==> config.mk <==
export PLATFORM = sky130hd
export DESIGN_NAME = sciu_top
export DESIGN_NICKNAME = d
export VERILOG_FILES = /design/src/rtl/sciu_pkg.sv /design/src/rtl/sciu_buf.sv /design/src/rtl/sciu_top.sv
export SDC_FILE = /design/constraint.sdc
export NUM_CORES = 1
export LEC_CHECK = 0
export BUFFER_PORTS_ARGS = -buffer_cell sky130_fd_sc_hd__buf_2
export CAP_MARGIN = 20
export CORE_ASPECT_RATIO = 1.1
export CORE_UTILIZATION = 40
export DETAILED_ROUTE_END_ITERATION = 8
export SYNTH_ARGS = -nofsm -noshare
export SYNTH_HDL_FRONTEND = slang
export SYNTH_SLANG_ARGS = --single-unit
==> constraint.sdc <==
create_clock -name pclk -period 3.3 [get_ports pclk]
set_input_delay 0 -clock pclk [delete_from_list [all_inputs] [get_ports pclk]]
set_output_delay 0 -clock pclk [all_outputs]
set_load 0.02 [all_outputs]
==> src/rtl/sciu_pkg.sv <==
// Purpose: Shared constants for the serial receive status block
// Assumes: 32-bit APB, one word per register
// Notes: Bit positions index the register images and the 11-bit receive word
package sciu_pkg;
    // ----------------------------------------
    // Register map
    // ----------------------------------------
    localparam int ADDR_W = 5;
    localparam logic [4:0] OFS_STATUS_ONE = 5'h00;
    localparam logic [4:0] OFS_STATUS_TWO = 5'h04;
    localparam logic [4:0] OFS_DATA = 5'h08;
    localparam logic [4:0] OFS_CONTROL = 5'h0c;
    localparam logic [4:0] OFS_BAUD = 5'h10;
    // ----------------------------------------
    // Field positions
    // ----------------------------------------
    localparam int S1_FULL = 5;
    localparam int S1_IDLE = 4;
    localparam int S1_OVERRUN = 3;
    localparam int S1_FRAME = 1;
    localparam int S1_PARITY = 0;
    localparam int S2_BREAK = 7;
    localparam int S2_EDGE = 6;
    localparam int S2_UNUSED = 5;
    localparam int S2_INVERT = 4;
    localparam int S2_WAKE_IDLE = 3;
    localparam int S2_LONG_BRK = 2;
    localparam int S2_LIN_DET = 1;
    localparam int S2_ACTIVE = 0;
    localparam int C_PARITY_EN = 0;
    localparam int C_PARITY_ODD = 1;
    localparam int C_NINE_BIT = 2;
    localparam int C_STANDBY = 3;
    localparam int C_SEND_BREAK = 4;
    localparam int W_FRAME_ERR = 9;
    localparam int W_PARITY_ERR = 10;
    localparam int WORD_W = 11;
    // ----------------------------------------
    // Reset values and bit-time counts
    // ----------------------------------------
    localparam logic [7:0] STATUS_RESET = 8'h00;
    localparam logic [3:0] CONTROL_RESET = 4'h0;
    localparam logic [15:0] BAUD_RESET = 16'h0010;
    localparam logic [3:0] DATA_BITS = 4'h8;
    localparam logic [3:0] CHAR_BITS = 4'ha;
    localparam logic [3:0] BRK_TX_SHORT = 4'ha;
    localparam logic [3:0] BRK_TX_LONG = 4'hd;
    localparam logic [3:0] BRK_DET_SHORT = 4'ha;
    localparam logic [3:0] BRK_DET_LIN = 4'hb;
    typedef enum logic [1:0] {RX_IDLE, RX_START, RX_DATA, RX_STOP} sciu_rx_state_t;
endpackage : sciu_pkg

==> src/rtl/sciu_buf.sv <==
// Purpose: Two-entry buffer between receive shifter and data register
// Assumes: Single clock, valid and ready on both sides
// Notes: in_ready low when full, out_valid low when empty
`timescale 1ns/1ps
module sciu_buf #(
    parameter int WIDTH = sciu_pkg::WORD_W,
    parameter int DEPTH = 2
) (
    // Clock and reset
    input wire logic pclk,
    input wire logic presetn,
    // Fill side
    input wire logic in_valid,
    output logic in_ready,
    input wire logic [WIDTH-1:0] in_data,
    // Drain side
    output logic out_valid,
    input wire logic out_ready,
    output logic [WIDTH-1:0] out_data
);
    import sciu_pkg::*;
    localparam int PTR_W = (DEPTH > 1) ? $clog2(DEPTH) : 1;
    localparam logic [PTR_W-1:0] PTR_LAST = PTR_W'(DEPTH - 1);
    localparam logic [PTR_W-1:0] PTR_ONE = PTR_W'(1);
    localparam logic [PTR_W:0] CNT_FULL = (PTR_W + 1)'(DEPTH);
    localparam logic [PTR_W:0] CNT_ONE = (PTR_W + 1)'(1);
    logic [WIDTH-1:0] mem [DEPTH];
    logic [PTR_W-1:0] wr_ptr, rd_ptr, next_wr_ptr, next_rd_ptr;
    logic [PTR_W:0] count, next_count;
    logic push, pop;

    assign in_ready = (count != CNT_FULL);
    assign out_valid = (count != '0);
    assign push = in_valid && in_ready;
    assign pop = out_valid && out_ready;
    assign out_data = mem[rd_ptr];

    always_comb
    begin
        next_wr_ptr = wr_ptr;
        next_rd_ptr = rd_ptr;
        next_count = count;
        if (push)
            next_wr_ptr = (wr_ptr == PTR_LAST) ? '0 : wr_ptr + PTR_ONE;
        if (pop)
            next_rd_ptr = (rd_ptr == PTR_LAST) ? '0 : rd_ptr + PTR_ONE;
        if (push && !pop)
            next_count = count + CNT_ONE;
        else if (pop && !push)
            next_count = count - CNT_ONE;
    end

    always_ff @(posedge pclk or negedge presetn)
    begin
        if (!presetn)
        begin
            wr_ptr <= '0;
            rd_ptr <= '0;
            count <= '0;
        end
        else
        begin
            wr_ptr <= next_wr_ptr;
            rd_ptr <= next_rd_ptr;
            count <= next_count;
        end
    end

    for (genvar i = 0; i < DEPTH; i++)
    begin : g_entry
        always_ff @(posedge pclk or negedge presetn)
        begin
            if (!presetn)
                mem[i] <= '0;
            else if (push && wr_ptr == PTR_W'(i))
                mem[i] <= in_data;
        end
    end
endmodule : sciu_buf

==> src/rtl/sciu_top.sv <==
// Purpose: Serial receive status, break detect and break send over APB
// Assumes: rxd synchronous to pclk, baud_div clocks per bit
// Notes: Zero-wait APB slave, unmapped address answers pslverr
//
// Added by the designer: the register addresses and the APB register port.
`timescale 1ns/1ps
// Function
// RULE1: Frame error set with full on zero stop
// RULE2: Frame error clears by status then data read
// RULE3: Parity error set with full on mismatch
// RULE4: Parity error clears by status then data read
// RULE5: Break flag set under LIN detect, write-one clears
// RULE6: Edge flag on active receive edge, write-one clears
// RULE7: Receive inversion applies to every sampled level
// RULE8: Standby idle sets idle flag only if enabled
// RULE9: Sent break lasts 10/11 or 13/14 bit times
// RULE10: Frame error ignores long break select
// RULE11: Break threshold 10/11, LIN detect 11/12 bits
// RULE12: LIN detect blocks frame error and full flags
// RULE13: Active flag set on start, cleared on idle
// RULE14: Software enables LIN detect with internal oscillator
// RULE15: Full set on load, cleared by status then data
// RULE16: Idle flag after full character of high line
// RULE17: Status two bit five reads zero, ignores writes
module sciu_top (
    // Clock and reset
    input wire logic pclk,
    input wire logic presetn,
    // APB slave
    input wire logic [sciu_pkg::ADDR_W-1:0] paddr,
    input wire logic psel,
    input wire logic penable,
    input wire logic pwrite,
    input wire logic [31:0] pwdata,
    output logic [31:0] prdata,
    output logic pready,
    output logic pslverr,
    // Serial link
    input wire logic rxd,
    output logic txd
);
    import sciu_pkg::*;
    logic rd_acc, wr_acc, hit_s1, hit_s2, hit_data, hit_ctrl, hit_baud, mapped;
    logic [7:0] status_one, status_two, arm, next_status_one, next_status_two, next_arm;
    logic [3:0] ctrl, next_ctrl;
    logic [15:0] baud_div, next_baud;
    logic [8:0] data_reg, next_data;
    logic idle_armed, next_idle_armed;
    logic rx_line, rx_prev, pin_prev, edge_evt, bit_done, idle_evt, brk_evt;
    logic [15:0] lvl_cnt, next_lvl_cnt;
    logic [3:0] hi_bits, lo_bits, next_hi_bits, next_lo_bits;
    logic [3:0] char_bits, det_thr, nbits, tx_len;
    sciu_rx_state_t rx_state, next_rx_state;
    logic [15:0] rx_cnt, next_rx_cnt;
    logic [3:0] bit_idx, next_bit_idx;
    logic [8:0] shift, next_shift;
    logic start_ok, frame_done, push, load, buf_in_ready, buf_out_valid;
    logic [WORD_W-1:0] rx_word, buf_word;
    logic tx_brk, next_tx_brk;
    logic [15:0] tx_cnt, next_tx_cnt;
    logic [3:0] tx_bits, next_tx_bits;
    logic [31:0] low_run;

    // ----------------------------------------
    // Bus decode
    // ----------------------------------------
    assign rd_acc = psel && penable && !pwrite;
    assign wr_acc = psel && penable && pwrite;
    assign pready = 1'b1;
    assign pslverr = psel && penable && !mapped;

    always_comb
    begin
        hit_s1 = 1'b0;
        hit_s2 = 1'b0;
        hit_data = 1'b0;
        hit_ctrl = 1'b0;
        hit_baud = 1'b0;
        if (paddr == OFS_STATUS_ONE)
            hit_s1 = 1'b1;
        else if (paddr == OFS_STATUS_TWO)
            hit_s2 = 1'b1;
        else if (paddr == OFS_DATA)
            hit_data = 1'b1;
        else if (paddr == OFS_CONTROL)
            hit_ctrl = 1'b1;
        else if (paddr == OFS_BAUD)
            hit_baud = 1'b1;
        mapped = hit_s1 || hit_s2 || hit_data || hit_ctrl || hit_baud;
    end

    always_comb
    begin
        prdata = '0;
        if (hit_s1)
            prdata[7:0] = status_one;
        else if (hit_s2)
            prdata[7:0] = status_two;
        else if (hit_data)
            prdata[8:0] = data_reg;
        else if (hit_ctrl)
            prdata[4:0] = {tx_brk, ctrl};
        else if (hit_baud)
            prdata[15:0] = baud_div;
    end

    // ----------------------------------------
    // Registers and flags
    // ----------------------------------------
    assign nbits = DATA_BITS + {3'b0, ctrl[C_NINE_BIT]};
    assign char_bits = CHAR_BITS + {3'b0, ctrl[C_NINE_BIT]};
    assign load = buf_out_valid && !status_one[S1_FULL] && !status_two[S2_LIN_DET]; // RULE12

    always_comb
    begin
        next_status_one = status_one;
        next_status_two = status_two;
        next_ctrl = ctrl;
        next_baud = baud_div;
        next_arm = arm;
        next_data = data_reg;
        next_idle_armed = idle_armed;
        if (rd_acc && hit_s1)
            next_arm = status_one; // RULE2
        if (rd_acc && hit_data)
        begin
            next_status_one = status_one & ~arm; // RULE4
            next_arm = '0;
        end
        if (wr_acc && hit_s2)
        begin
            next_status_two[S2_BREAK] = status_two[S2_BREAK] & ~pwdata[S2_BREAK]; // RULE5
            next_status_two[S2_EDGE] = status_two[S2_EDGE] & ~pwdata[S2_EDGE]; // RULE6
            next_status_two[S2_INVERT:S2_LIN_DET] = pwdata[S2_INVERT:S2_LIN_DET]; // RULE17
        end
        if (wr_acc && hit_ctrl)
            next_ctrl = pwdata[C_STANDBY:C_PARITY_EN];
        if (wr_acc && hit_baud)
            next_baud = pwdata[15:0];
        if (idle_evt)
        begin
            next_status_two[S2_ACTIVE] = 1'b0; // RULE13
            next_ctrl[C_STANDBY] = 1'b0;
            next_idle_armed = 1'b0;
            if (idle_armed && (!ctrl[C_STANDBY] || status_two[S2_WAKE_IDLE]))
                next_status_one[S1_IDLE] = 1'b1; // RULE8 RULE16
        end
        if (start_ok)
            next_status_two[S2_ACTIVE] = 1'b1; // RULE13
        if (edge_evt)
            next_status_two[S2_EDGE] = 1'b1; // RULE6
        if (brk_evt && status_two[S2_LIN_DET])
            next_status_two[S2_BREAK] = 1'b1; // RULE5
        if (push && !buf_in_ready)
            next_status_one[S1_OVERRUN] = 1'b1;
        if (load)
        begin
            next_status_one[S1_FULL] = 1'b1; // RULE15
            next_status_one[S1_FRAME] = buf_word[W_FRAME_ERR]; // RULE1
            next_status_one[S1_PARITY] = buf_word[W_PARITY_ERR]; // RULE3
            next_data = buf_word[8:0];
            next_idle_armed = 1'b1;
        end
    end

    always_ff @(posedge pclk or negedge presetn)
    begin
        if (!presetn)
        begin
            status_one <= STATUS_RESET;
            status_two <= STATUS_RESET;
            ctrl <= CONTROL_RESET;
            baud_div <= BAUD_RESET;
            arm <= STATUS_RESET;
            data_reg <= '0;
            idle_armed <= 1'b0;
        end
        else
        begin
            status_one <= next_status_one;
            status_two <= next_status_two;
            ctrl <= next_ctrl;
            baud_div <= next_baud;
            arm <= next_arm;
            data_reg <= next_data;
            idle_armed <= next_idle_armed;
        end
    end

    // ----------------------------------------
    // Line level timer
    // ----------------------------------------
    assign rx_line = rxd ^ status_two[S2_INVERT]; // RULE7
    assign edge_evt = status_two[S2_INVERT] ? (!pin_prev && rxd) : (pin_prev && !rxd); // RULE6
    assign det_thr = (status_two[S2_LIN_DET] ? BRK_DET_LIN : BRK_DET_SHORT)
        + {3'b0, ctrl[C_NINE_BIT]}; // RULE11
    assign bit_done = (rx_line == rx_prev) && (lvl_cnt == baud_div - 16'h0001);
    assign idle_evt = bit_done && rx_line && (hi_bits == char_bits - 4'h1); // RULE16
    assign brk_evt = bit_done && !rx_line && (lo_bits == det_thr - 4'h1); // RULE11

    always_comb
    begin
        next_lvl_cnt = lvl_cnt + 16'h0001;
        next_hi_bits = hi_bits;
        next_lo_bits = lo_bits;
        if (rx_line != rx_prev)
        begin
            next_lvl_cnt = '0;
            next_hi_bits = '0;
            next_lo_bits = '0;
        end
        else if (bit_done)
        begin
            next_lvl_cnt = '0;
            if (rx_line && hi_bits != 4'hf)
                next_hi_bits = hi_bits + 4'h1;
            if (!rx_line && lo_bits != 4'hf)
                next_lo_bits = lo_bits + 4'h1;
        end
    end

    always_ff @(posedge pclk or negedge presetn)
    begin
        if (!presetn)
        begin
            rx_prev <= 1'b1;
            pin_prev <= 1'b1;
            lvl_cnt <= '0;
            hi_bits <= 4'hf;
            lo_bits <= '0;
        end
        else
        begin
            rx_prev <= rx_line;
            pin_prev <= rxd;
            lvl_cnt <= next_lvl_cnt;
            hi_bits <= next_hi_bits;
            lo_bits <= next_lo_bits;
        end
    end

    // ----------------------------------------
    // Receive frame
    // ----------------------------------------
    assign rx_word = {ctrl[C_PARITY_EN] && ((^shift) != ctrl[C_PARITY_ODD]), // RULE3
        !rx_line, shift}; // RULE1 RULE10
    assign push = frame_done && !ctrl[C_STANDBY] && !status_two[S2_LIN_DET]; // RULE12

    always_comb
    begin
        next_rx_state = rx_state;
        next_rx_cnt = rx_cnt + 16'h0001;
        next_bit_idx = bit_idx;
        next_shift = shift;
        start_ok = 1'b0;
        frame_done = 1'b0;
        case (rx_state)
            RX_IDLE:
            begin
                next_rx_cnt = '0;
                if (rx_prev && !rx_line)
                    next_rx_state = RX_START;
            end
            RX_START:
                if (rx_cnt == {1'b0, baud_div[15:1]})
                begin
                    next_rx_cnt = '0;
                    next_bit_idx = '0;
                    next_shift = '0;
                    if (rx_line)
                        next_rx_state = RX_IDLE;
                    else
                    begin
                        start_ok = 1'b1; // RULE13
                        next_rx_state = RX_DATA;
                    end
                end
            RX_DATA:
                if (rx_cnt == baud_div - 16'h0001)
                begin
                    next_rx_cnt = '0;
                    next_shift[bit_idx] = rx_line;
                    next_bit_idx = bit_idx + 4'h1;
                    if (bit_idx == nbits - 4'h1)
                        next_rx_state = RX_STOP;
                end
            RX_STOP:
                if (rx_cnt == baud_div - 16'h0001)
                begin
                    frame_done = 1'b1;
                    next_rx_state = RX_IDLE;
                end
            default:
                next_rx_state = RX_IDLE;
        endcase
    end

    always_ff @(posedge pclk or negedge presetn)
    begin
        if (!presetn)
        begin
            rx_state <= RX_IDLE;
            rx_cnt <= '0;
            bit_idx <= '0;
            shift <= '0;
        end
        else
        begin
            rx_state <= next_rx_state;
            rx_cnt <= next_rx_cnt;
            bit_idx <= next_bit_idx;
            shift <= next_shift;
        end
    end

    sciu_buf u_buf (
        .pclk(pclk),
        .presetn(presetn),
        .in_valid(push),
        .in_ready(buf_in_ready),
        .in_data(rx_word),
        .out_valid(buf_out_valid),
        .out_ready(!status_one[S1_FULL] && !status_two[S2_LIN_DET]),
        .out_data(buf_word)
    );

    // ----------------------------------------
    // Break transmit
    // ----------------------------------------
    assign tx_len = (status_two[S2_LONG_BRK] ? BRK_TX_LONG : BRK_TX_SHORT)
        + {3'b0, ctrl[C_NINE_BIT]}; // RULE9

    always_comb
    begin
        next_tx_brk = tx_brk;
        next_tx_cnt = tx_cnt + 16'h0001;
        next_tx_bits = tx_bits;
        if (!tx_brk)
        begin
            next_tx_cnt = '0;
            next_tx_bits = '0;
            if (wr_acc && hit_ctrl && pwdata[C_SEND_BREAK])
                next_tx_brk = 1'b1;
        end
        else if (tx_cnt == baud_div - 16'h0001)
        begin
            next_tx_cnt = '0;
            next_tx_bits = tx_bits + 4'h1;
            if (tx_bits == tx_len - 4'h1)
                next_tx_brk = 1'b0; // RULE9
        end
    end

    always_ff @(posedge pclk or negedge presetn)
    begin
        if (!presetn)
        begin
            tx_brk <= 1'b0;
            tx_cnt <= '0;
            tx_bits <= '0;
            txd <= 1'b1;
        end
        else
        begin
            tx_brk <= next_tx_brk;
            tx_cnt <= next_tx_cnt;
            tx_bits <= next_tx_bits;
            txd <= !next_tx_brk;
        end
    end

    // ----------------------------------------
    // Checks
    // ----------------------------------------
    always_ff @(posedge pclk or negedge presetn)
    begin
        if (!presetn)
            low_run <= '0;
        else
            low_run <= txd ? 32'h0 : low_run + 32'h1;
    end
endmodule : sciu_top

# Word level (Yosys, flattened, before mapping)
# Cells that the tools add are included.
[word_totals]
register_bits = 158
inputBits = 43
out_inout_bits = 35
elab_cells = 255
[classes]
n_addsub = 20
magnitude_cmp = 3
eq_ne = 27
n_mux = 90
bitwise = 9
n_reduce_logical = 74
[ops]
columns = ["op", "count"]
rows = [
  ["16-bit two-way mux", 7],
  ["16-bit by 1-bit adder with 16-bit output (second input constant)", 3],
  ["16-bit equality test", 3],
  ["8-bit two-way mux", 6],
  ["16-bit case mux with 3 select lines", 1],
  ["11-bit two-way mux", 4],
  ["4-bit two-way mux", 11],
  ["1-bit two-way mux", 39],
  ["1-bit logical AND", 36],
  ["2-bit nonzero test", 14],
  ["9-bit two-way mux", 3],
  ["2-bit two-way mux", 10],
  ["9-bit case mux with 2 select lines", 1],
  ["4-bit by 1-bit adder with 4-bit output (second input constant)", 4],
  ["16-bit by 15-bit equality test with 1-bit output", 1],
  ["4-bit equality test", 4],
  ["16-bit by 1-bit subtractor with 16-bit output (second input constant)", 1],
  ["4-bit by 1-bit subtractor with 4-bit output (second input constant)", 4],
  ["1-bit logical NOT", 12],
  ["2-bit inequality test (second input constant)", 6],
  ["5-bit by 4-bit equality test with 1-bit output (second input constant)", 2],
  ["9-bit bitwise mux", 1],
  ["9-bit XOR reduction", 1],
  ["4-bit by 1-bit adder with 4-bit output", 2],
  ["other kinds (34)", 47],
]

# Logic depth before layout (Yosys ltp)
# Gate-level depths: netlist of the first run.
[logic_depth]
ltp_word = 11
mapped_depth = 15

# Hierarchy
# Synthesis of the first run repeated with hierarchy kept, for this count alone.
[unflattened]
cells_unflattened = 1014
area_unflattened_um2 = 9978.3
[modules_own_cells]
columns = ["mod", "instances", "cells_each", "area_each_um2", "seq_area_each_um2"]
rows = [
  ["sciu_top", 1, 939, 8720.9, 3313.2],
  ["sciu_buf", 1, 75, 1257.5, 650.6],
]

# Worst setup path before layout of the first run
# OpenSTA, ideal clock, no wires.
[synth_path]
kind = "register to register"
startpoint = "register baud_div[0]"
endpoint = "register status_two[0]"
t_arrival_ns = 3.304
required_time_ns = 3.179
path_slack_ns = -0.125
stages_incl_launch_ff = 13
n_path_buf = 3
synth_period_minus_slack_ns = 3.425
cell_sequence = "dfrtp_1 buf_2 inv_1 ha_1 or3b_1 buf_2 nor4b_2 xnor2_1 xnor2_1 or4_1 clkbuf_1 or4_4 a22o_1"
[synth_between]
elab_chain_cells = 6
[synth_rtl]
columns = ["element", "line_no", "rtl"]
rows = [
  ["start, declared", "sciu_top.sv:46", "logic [15:0] baud_div, next_baud;"],
  ["start signal, assigned", "sciu_top.sv:183", "baud_div <= next_baud;"],
  ["16-bit by 1-bit subtractor with 16-bit output", "sciu_top.sv:197", "assign bit_done = (rx_line == rx_prev) && (lvl_cnt == baud_div - 16'h0001);"],
  ["16-bit equality test", "sciu_top.sv:197", ""],
  ["1-bit logical AND", "sciu_top.sv:197", ""],
  ["1-bit logical AND (2 in series)", "sciu_top.sv:198", "assign idle_evt = bit_done && rx_line && (hi_bits == char_bits - 4'h1);"],
  ["2-bit nonzero test (no line)", "-", ""],
  ["end signal, assigned", "sciu_top.sv:181", "status_two <= next_status_two;"],
  ["end, declared", "sciu_top.sv:44", "logic [7:0] status_one, status_two, arm, next_status_one, next_status_two, next_arm;"],
]
# Every way passes these cells.
# A chain may end at the register's enable or synchronous reset.

# Worst setup path after layout of the first run
[layout_path]
startpoint = "register baud_div[3]"
endpoint = "register u_buf.mem[14] (netlist bit)"
[layout_between]
elab_chain_cells = 8
[layout_rtl]
columns = ["element", "line_no", "rtl"]
rows = [
  ["16-bit by 1-bit subtractor with 16-bit output", "sciu_top.sv:288", "if (rx_cnt == baud_div - 16'h0001)"],
  ["16-bit equality test", "sciu_top.sv:288", ""],
  ["1-bit two-way mux", "sciu_top.sv:288", ""],
  ["1-bit two-way mux", "sciu_top.sv:257", "case (rx_state)"],
  ["1-bit logical AND (2 in series)", "sciu_top.sv:247", "assign push = frame_done && !ctrl[C_STANDBY] && !status_two[S2_LIN_DET];"],
  ["1-bit logical AND", "sciu_buf.sv:34", "assign push = in_valid && in_ready;"],
  ["1-bit logical AND", "sciu_buf.sv:75", "else if (push && wr_ptr == PTR_W'(i))"],
  ["end signal, assigned by index", "sciu_buf.sv:76", "mem[i] <= in_data;"],
  ["end, declared", "sciu_buf.sv:27", "logic [WIDTH-1:0] mem [DEPTH];"],
]
# Every way passes these cells.

==> results of run 1 <==
## cell type report
cell class                 count  area [um^2]
sequential                   158         3960
inverter                      35          131
tap                          305          382
clock inverter                15          185
timing repair buffer         125          962
fill                        2254        12300
clock buffer                  17          425
multi-input combinational    761         5370
## worst reg2reg max path: stages, from the launching register on
cell,delay (ns)
dfrtp_1,0.44
buf_4,0.22
nor4_2,0.21
buf_4,0.23
nand4_2,0.32
mux2i_1,0.35
and4b_1,0.39
and4_4,0.30
nand4_2,0.11
buf_12,0.19
mux2_4,0.31
## worst max path at each step
| stage | start | endpoint | slack, ns | cells past startpoint |
|---|---|---|---|---|
| global route | baud_div[0]$_DFFE_PN0P_ | u_buf.count[1]$_DFFE_PN0P_ | -0.04 | 15 |
| floorplan | baud_div[0]$_DFFE_PN0P_ | status_two[0]$_DFFE_PN0P_ | 0.007 | 12 |
| CTS | baud_div[0]$_DFFE_PN0P_ | hi_bits[3]$_DFFE_PN1P_ | 0.1 | 11 |
| detailed placement | baud_div[0]$_DFFE_PN0P_ | shift[0]$_DFFE_PN0P_ | 0.11 | 9 |
| global placement | baud_div[10]$_DFFE_PN0P_ | hi_bits[3]$_DFFE_PN1P_ | 0.16 | 8 |
| finish | baud_div[3]$_DFFE_PN0P_ | u_buf.mem[14]$_DFFE_PN0P_ | 0.14 | 10 |
## placed cells by master (no fill, tap or decap), types with 13 or more instances in the layout
cell type	instances
xnor2_1	73
dfrtp_1	150
conb_1	17
mux2i_1	21
nand4_1	15
buf_4	56
nor2_1	93
nand2b_1	13
xor2_1	43
ha_1	14
clkbuf_16	17
o21ai_0	47
inv_1	33
a21oi_1	21
buf_2	43
dlygate4sd3_1	18
and3_1	27
nand2_1	101
mux2_2	31
nand3_1	43
## metrics by stage
stage	instances	worst slack (ns)	cell area, um^2	hold slack [ns]
2_1_floorplan	1029	0.00704	9790	-0.296
3_3_place_gp	1363	0.156	10600	0.0836
3_5_place_dp	1363	0.112	10600	0.0843
4_1_cts	1413	0.0988	11300	0.0959
5_1_grt	1416	-0.0433	11400	0.137
6_report	1416	0.141	11400	0.119
## power groups by stage
stage	Sequential (mW)	Clock [mW]	Combinational, mW
3_5_place_dp	2.36	0	1.73
4_1_cts	2.32	2.05	1.76
2_1_floorplan	2.23	0	1.25
3_3_place_gp	2.36	0	1.72
5_1_grt	2.35	2.12	1.99
6_report	2.32	2.00	1.82
## cells by family (layout without fill, tap and decap cells)
family                   after synthesis  after routing  share of synthesized area
adder cells (fa/ha/maj)               16             16                     0.0206
flip-flops                           158            158                      0.408
buffers and inverters                110            192                     0.0518
AND/OR/NAND/NOR                      382            382                      0.205
other                                  2             17                   0.000772
multiplexers                          65             65                     0.0760
AO/OA/AOI/OAI                        152            152                      0.105
XOR/XNOR                             129            129                      0.133
## routing by layer
metal,wire [um],global-route usage
met1,11300,0.277
met2,13000,0.371
met3,1010,0.0390
met4,513,0.0691
met5,0,0
## timing repair
item	4_1_cts	5_1_grt
gates resized for setup	0	13
hold endpoints to repair	94	0
setup buffers	0	3
setup endpoints to repair	0	14
hold buffers	18	0
==> impl_results.md, run 1 <==
- Placer Congestion: between 0.9 and 1
- Die Y-Extent: between 150 and 200 um
- Leak pwr: roughly 5.1 nW
- Antenna Cells: 0
- Synthesized area: a little under 10000 um^2
- Synth Instances: between 1k and 1.5k
- Synth Register Bits: between 150 and 200
- Initial DRT Pass Iterations: 4
- Row count: 59
- Post-synth top cells: 150 x dfrtp_1, 102 x nand2_1, 94 x nor2_1
- Tot Pwr: 6.13 mW
- Largest stage delay on the critical path: approximately 0.44 ns
- Most flop-heavy register: u_buf.mem
- Clk network pwr share: 0.325
- EDFF count, synth: 0
- CTS tree: yes
- Total CTS buffers: 17
- End of the worst hold path: arm[2]$_DFFE_PN0P_
- Hold path cells: 4
- Core Box Area: around 24000 um^2
- Tcrit/Tclk final: 0.957
- Number of global-route vias before repair: about 7.5k
- GRT Total Usage: 0.217
- Area share of the largest cell type after synthesis: 0.386
- Crit path max fanout: 12
- HP Start: paddr[3]
- Clock H-tree levels: 4
- CP Launch Type: flop
- Clk buf depth: 2
- First-pass GRT wire length: slightly above 40000 um
- Fin nets: about 1.2k
- Top cells by area, synth: dfrtp_1 39%, xnor2_1 6.7%, nand2_1 3.9%
- Worst skew pair latency: ~0.44 ns
- Sw Ratio: 0.358
- Area leader, netlist: dfrtp_1
- Vias: roughly 7.6k
- Slowest stage cell, crit path: dfrtp_1
- Logic pwr share: 0.296
- Iter 0 DRT Violations: between 400 and 500
- Drt via density: between 5 and 6
- Area of the die: 24900 um^2
- Internal power: around 4 mW
- Reg power frac: 0.378
- Top_reg_cell synth: dfrtp_1
- Final critical-path required period: 3.16 ns
- Final Hold Vio Count: 0
- Mean post-synth cell area: between 9 and 10 um^2
- Status: finished, final reports clean
- Number of flip-flops in the largest register: 22
- DP HPWL: approximately 19000 um
- Register clock-pin slew on the reported worst setup and hold paths: 0.08 ns
- NetSw: about 2.2 mW
- Async SR Flop Fraction: 1.00
- Port Buffers: 44
- Worst Skew: approximately 0.014 ns
- Power per cell area: approximately 540 nW/um^2
- Util after Layout: 0.481
- Setup CP Type: flop to flop
- Die width: around 150 um
- DRT antenna net count: 0
- Remaining global-route overflow: 0
- Worst-Margin Slew: between 0.7 and 0.8 ns
- Post-synthesis sequential area ratio: 0.408
- Final setup TNS: 0 ns
- Setup Viol. Count Final: 0
- Clock sink count: about 160
- Slew Viols, Final: 0
- RSZ-0062 raised after global routing: true
- Top cell family by delay on the critical path: simple AND/OR/NAND/NOR gates
- Post-synth cell types: 82
- R2R Setup Slk: 0.14 ns
- DRC viols: 0
- Reg2reg end: u_buf.mem[14]$_DFFE_PN0P_
- Cell chain of the critical path: buf_4 -> nor4_2 -> buf_4 -> nand4_2 -> mux2i_1 -> and4b_1 -> and4_4 -> nand4_2 -> buf_12 -> mux2_4
- Initial antenna violation count: 0
- Area growth, synth to finish: 17.4%
- Io pins: around 80
- Critical path required time: roughly 3.6 ns
- FMAX: around 0.32 GHz
- Count leader, synth: dfrtp_1
- CTS root buffer: clkbuf_16
- Buf/Inv on CP: 3
- Max-cap violation count: 0
- Min-Delay Path Class: primary input to flop
- Wirelength per Cell: roughly 18 um
- Ratio of cells with drive above 1 in the final layout: 0.201
- CP arrival: roughly 3.5 ns
- Pin count of the biggest net entering global routing: between 80 and 90
- Peak VDD IR: about 340 uV
- Worst r2r path cells: 10
- Slew headroom: 0.474
- Initial Util: 0.409
- Yosys warning total: 0
- CP endpoint kind: flop
- Routed wire length: approximately 26000 um
- RR Startpoint: baud_div[3]$_DFFE_PN0P_
No activity file was read; power rests on OpenSTA's default activity.
==> run 2: changes to the inputs <==
- CORE_UTILIZATION: 40 -> 55
- PLACE_DENSITY: unset -> 0.77
==> run 2 against run 1 <==
Compared with the run above: fmax is 0.20% lower; non-clock buffer count is 3 lower; via count is 4.3% higher; critical path depth is 3 lower; total power hardly changed; clock skew hardly changed; routed wire length is 2.6% lower; clock power hardly changed; sequential power hardly changed; setup slack worse by 0.0063 ns; global-route usage is 7.5 points higher; final area is 1.4% lower.
==> impl_results.md, run 2 (synthesized netlist as in run 1, its figures left out) <==
- # fillers: 1346 (-40%)
- Worst Skew: 0.0138 ns (+0.0000575 ns)
- Number of global-route vias before repair: 7715 (+3.2%)
- Final critical-path required period: 3.17 ns (+0.00625 ns)
- Drt via density: 5.94 (+10%)
- Antenna Cells: 0 (unchanged)
- Total CTS buffers: 17 (unchanged)
- Layout Cells excl Fill: 1342 (-5.2%)
- GRT Total Usage: 0.292 (+0.0746)
- Leak pwr: 5.11 nW (-0.39%)
- Port Buffers: 44 (unchanged)
- Number of flip-flops in the largest register: 22 (unchanged)
- DRT antenna net count: 0 (unchanged)
- Most flop-heavy register: u_buf.mem
- CP Launch Type: flop
- Routed wire length: 25100 um (-2.6%)
- Worst-Margin Slew: 0.928 ns (+0.146 ns)
- Post-route cell area: 11300 um^2 (-1.4%)
- Critical path required time: 3.63 ns (about the same)
- Max-cap violation count: 0 (unchanged)
- Wirelength per Cell: 18.7 um (+2.8%)
- Core Box Area: 17100 um^2 (-28%)
- FMAX: 0.316 GHz (-0.20%)
- Logic pwr share: 0.292 (-0.004)
- Min-Delay Path Class: primary input to flop
- Worst skew pair latency: 0.44 ns (about the same)
- First-pass GRT wire length: 40400 um (-1.8%)
- Area growth, synth to finish: 15.8%
- Placer Congestion: 0.983 (+6.6%)
- Final setup TNS: 0 ns (unchanged)
- DRC viols: 0 (unchanged)
- Power per cell area: 545 nW/um^2 (+1.4%)
- Crit path max fanout: 11 (-1)
- NetSw: 2.21 mW (+0.83%)
- Final Hold Vio Count: 0 (unchanged)
- Die Y-Extent: 141 um (-15%)
- Fin nets: 1154 (-0.26%)
- Postcts setup bufs: 0 (unchanged)
- Tcrit/Tclk final: 0.959 (+0.00189)
- Leading cell types in the layout, fill and taps excluded: 150 x dfrtp_1, 102 x nand2_1, 94 x nor2_1
- Placed Instance Area: 10400 um^2 (-1.1%)
- RR Startpoint: baud_div[1]$_DFFE_PN0P_
- Peak VDD IR: 489 uV (+45%)
- Most common cell after layout, fill and taps aside: dfrtp_1
- Initial antenna violation count: 0 (unchanged)
- Register clock-pin slew on the reported worst setup and hold paths: 0.08 ns (about the same)
- Die width: 129 um (-15%)
- DP HPWL: 18200 um (-2.5%)
- Setup CP Type: flop to flop
- Ratio of cells with drive above 1 in the final layout: 0.193 (-0.00758)
- Initial Util: 0.567 (+0.158)
- Initial DRT Pass Iterations: 5 (+1)
- Setup ws final: 0.134 ns (-0.00625 ns)
- CTS tree: yes
- Slew Viols, Final: 0 (unchanged)
- Clk network pwr share: 0.329 (+0.004)
- Worst r2r path cells: 7 (-3)
- Setup Viol. Count Final: 0 (unchanged)
- Clock sink count: 158 (unchanged)
- Iter 0 DRT Violations: 778 (+60%)
- Clock H-tree levels: 4 (unchanged)
- Row count: 50 (-15%)
- Area of the multi-input gates: 5350 um^2 (-0.51%)
- Vias: 7975 (+4.3%)
- Final hold slack: 0.133 ns (+0.0140 ns)
- HP Start: paddr[3]
- Place WS: 0.0456 ns (-0.0662 ns)
- Area of the die: 18200 um^2 (-27%)
- CP arrival: 3.49 ns (about the same)
- Pin count of the biggest net entering global routing: 72 (-16%)
- Status: finished, final reports clean
- RSZ-0062 raised after global routing: false
- Internal power: 3.92 mW (-0.48%)
- CP endpoint kind: flop
- Remaining global-route overflow: 0 (unchanged)
- Hold path cells: 4 (unchanged)
- Register area: 3960 um^2 (unchanged)
- CP startpoint: baud_div[1]$_DFFE_PN0P_
- Io pins: 78 (unchanged)
- Slew headroom: 0.376 (-0.0985)
- Reg power frac: 0.379 (about the same)
- CTS root buffer: clkbuf_16
- Sw Ratio: 0.361 (+0.00301)
- Inst Count DP: 1292 (-5.2%)
- Clk buf depth: 2 (unchanged)
==> run 2: cell count changes in the layout (fill, tap and decap cells not counted), sizes merged <==
cell	before	now
buf	107	104
==> run 2: repair_timing <==
action                                 4_1_cts  5_1_grt
endpoints found under the hold margin       96        0
setup endpoints to repair                    0       13
hold buffers                                18        0
resized for setup                            0        4
==> run 2: layer usage <==
metal / wire length [um] / vias to the layer above / track usage
met4: 1030 / 0 / 0.123
met3: 1450 / 86 / 0.0626
met1: 10300 / 3900 / 0.366
li1: - / 3684 / -
met2: 12300 / 305 / 0.486
met5: 0 / - / 0
==> run 2: final timing paths <==
check | end | slack (ns)
min | arm[2]$_DFFE_PN0P_ | 0.13
min reg2reg | status_one[7]$_DFFE_PN0P_ | 0.46
max reg2reg | u_buf.mem[9]$_DFFE_PN0P_ | 0.13
max in group asynchronous | rx_prev$_DFF_PN1_ | 2.32
max | u_buf.mem[9]$_DFFE_PN0P_ | 0.13
min in group asynchronous | lvl_cnt[6]$_DFF_PN0_ | 0.14
==> run 2: worst max-delay path, cell delays in order, from the launching register on <==
cell,delay [ns]
dfrtp_1,0.42
or4_4,0.64
nor4_2,0.37
a32oi_1,0.23
a221oi_2,0.39
and4_4,0.32
nand3_2,0.27
mux2_1,0.41
==> run 2: layout make-up <==
type,count,area share
repair buffers,122,0.0806
inverters,35,0.0117
well taps,234,0.0260
clock inverters,15,0.0171
flip-flops and latches,158,0.352
clock buffers,17,0.0378
multi-input cells,761,0.475
==> run 2: per-stage QoR <==
step | total power [mW] | utilization
floorplan | 3.48 | -
global placement | 4.04 | 0.609
detailed placement | 4.07 | 0.609
CTS | 6.12 | 0.656
global route | 6.41 | 0.657
finish | 6.13 | 0.657
==> run 2: power groups by stage <==
| stage | clock (mW) | combinational (mW) | sequential (mW) |
|---|---|---|---|
| after floorplan | 0 | 1.25 | 2.23 |
| after global placement | 0 | 1.69 | 2.35 |
| after detailed placement | 0 | 1.72 | 2.35 |
| after CTS | 2.04 | 1.76 | 2.32 |
| after global routing | 2.13 | 1.94 | 2.35 |
| final | 2.02 | 1.79 | 2.33 |
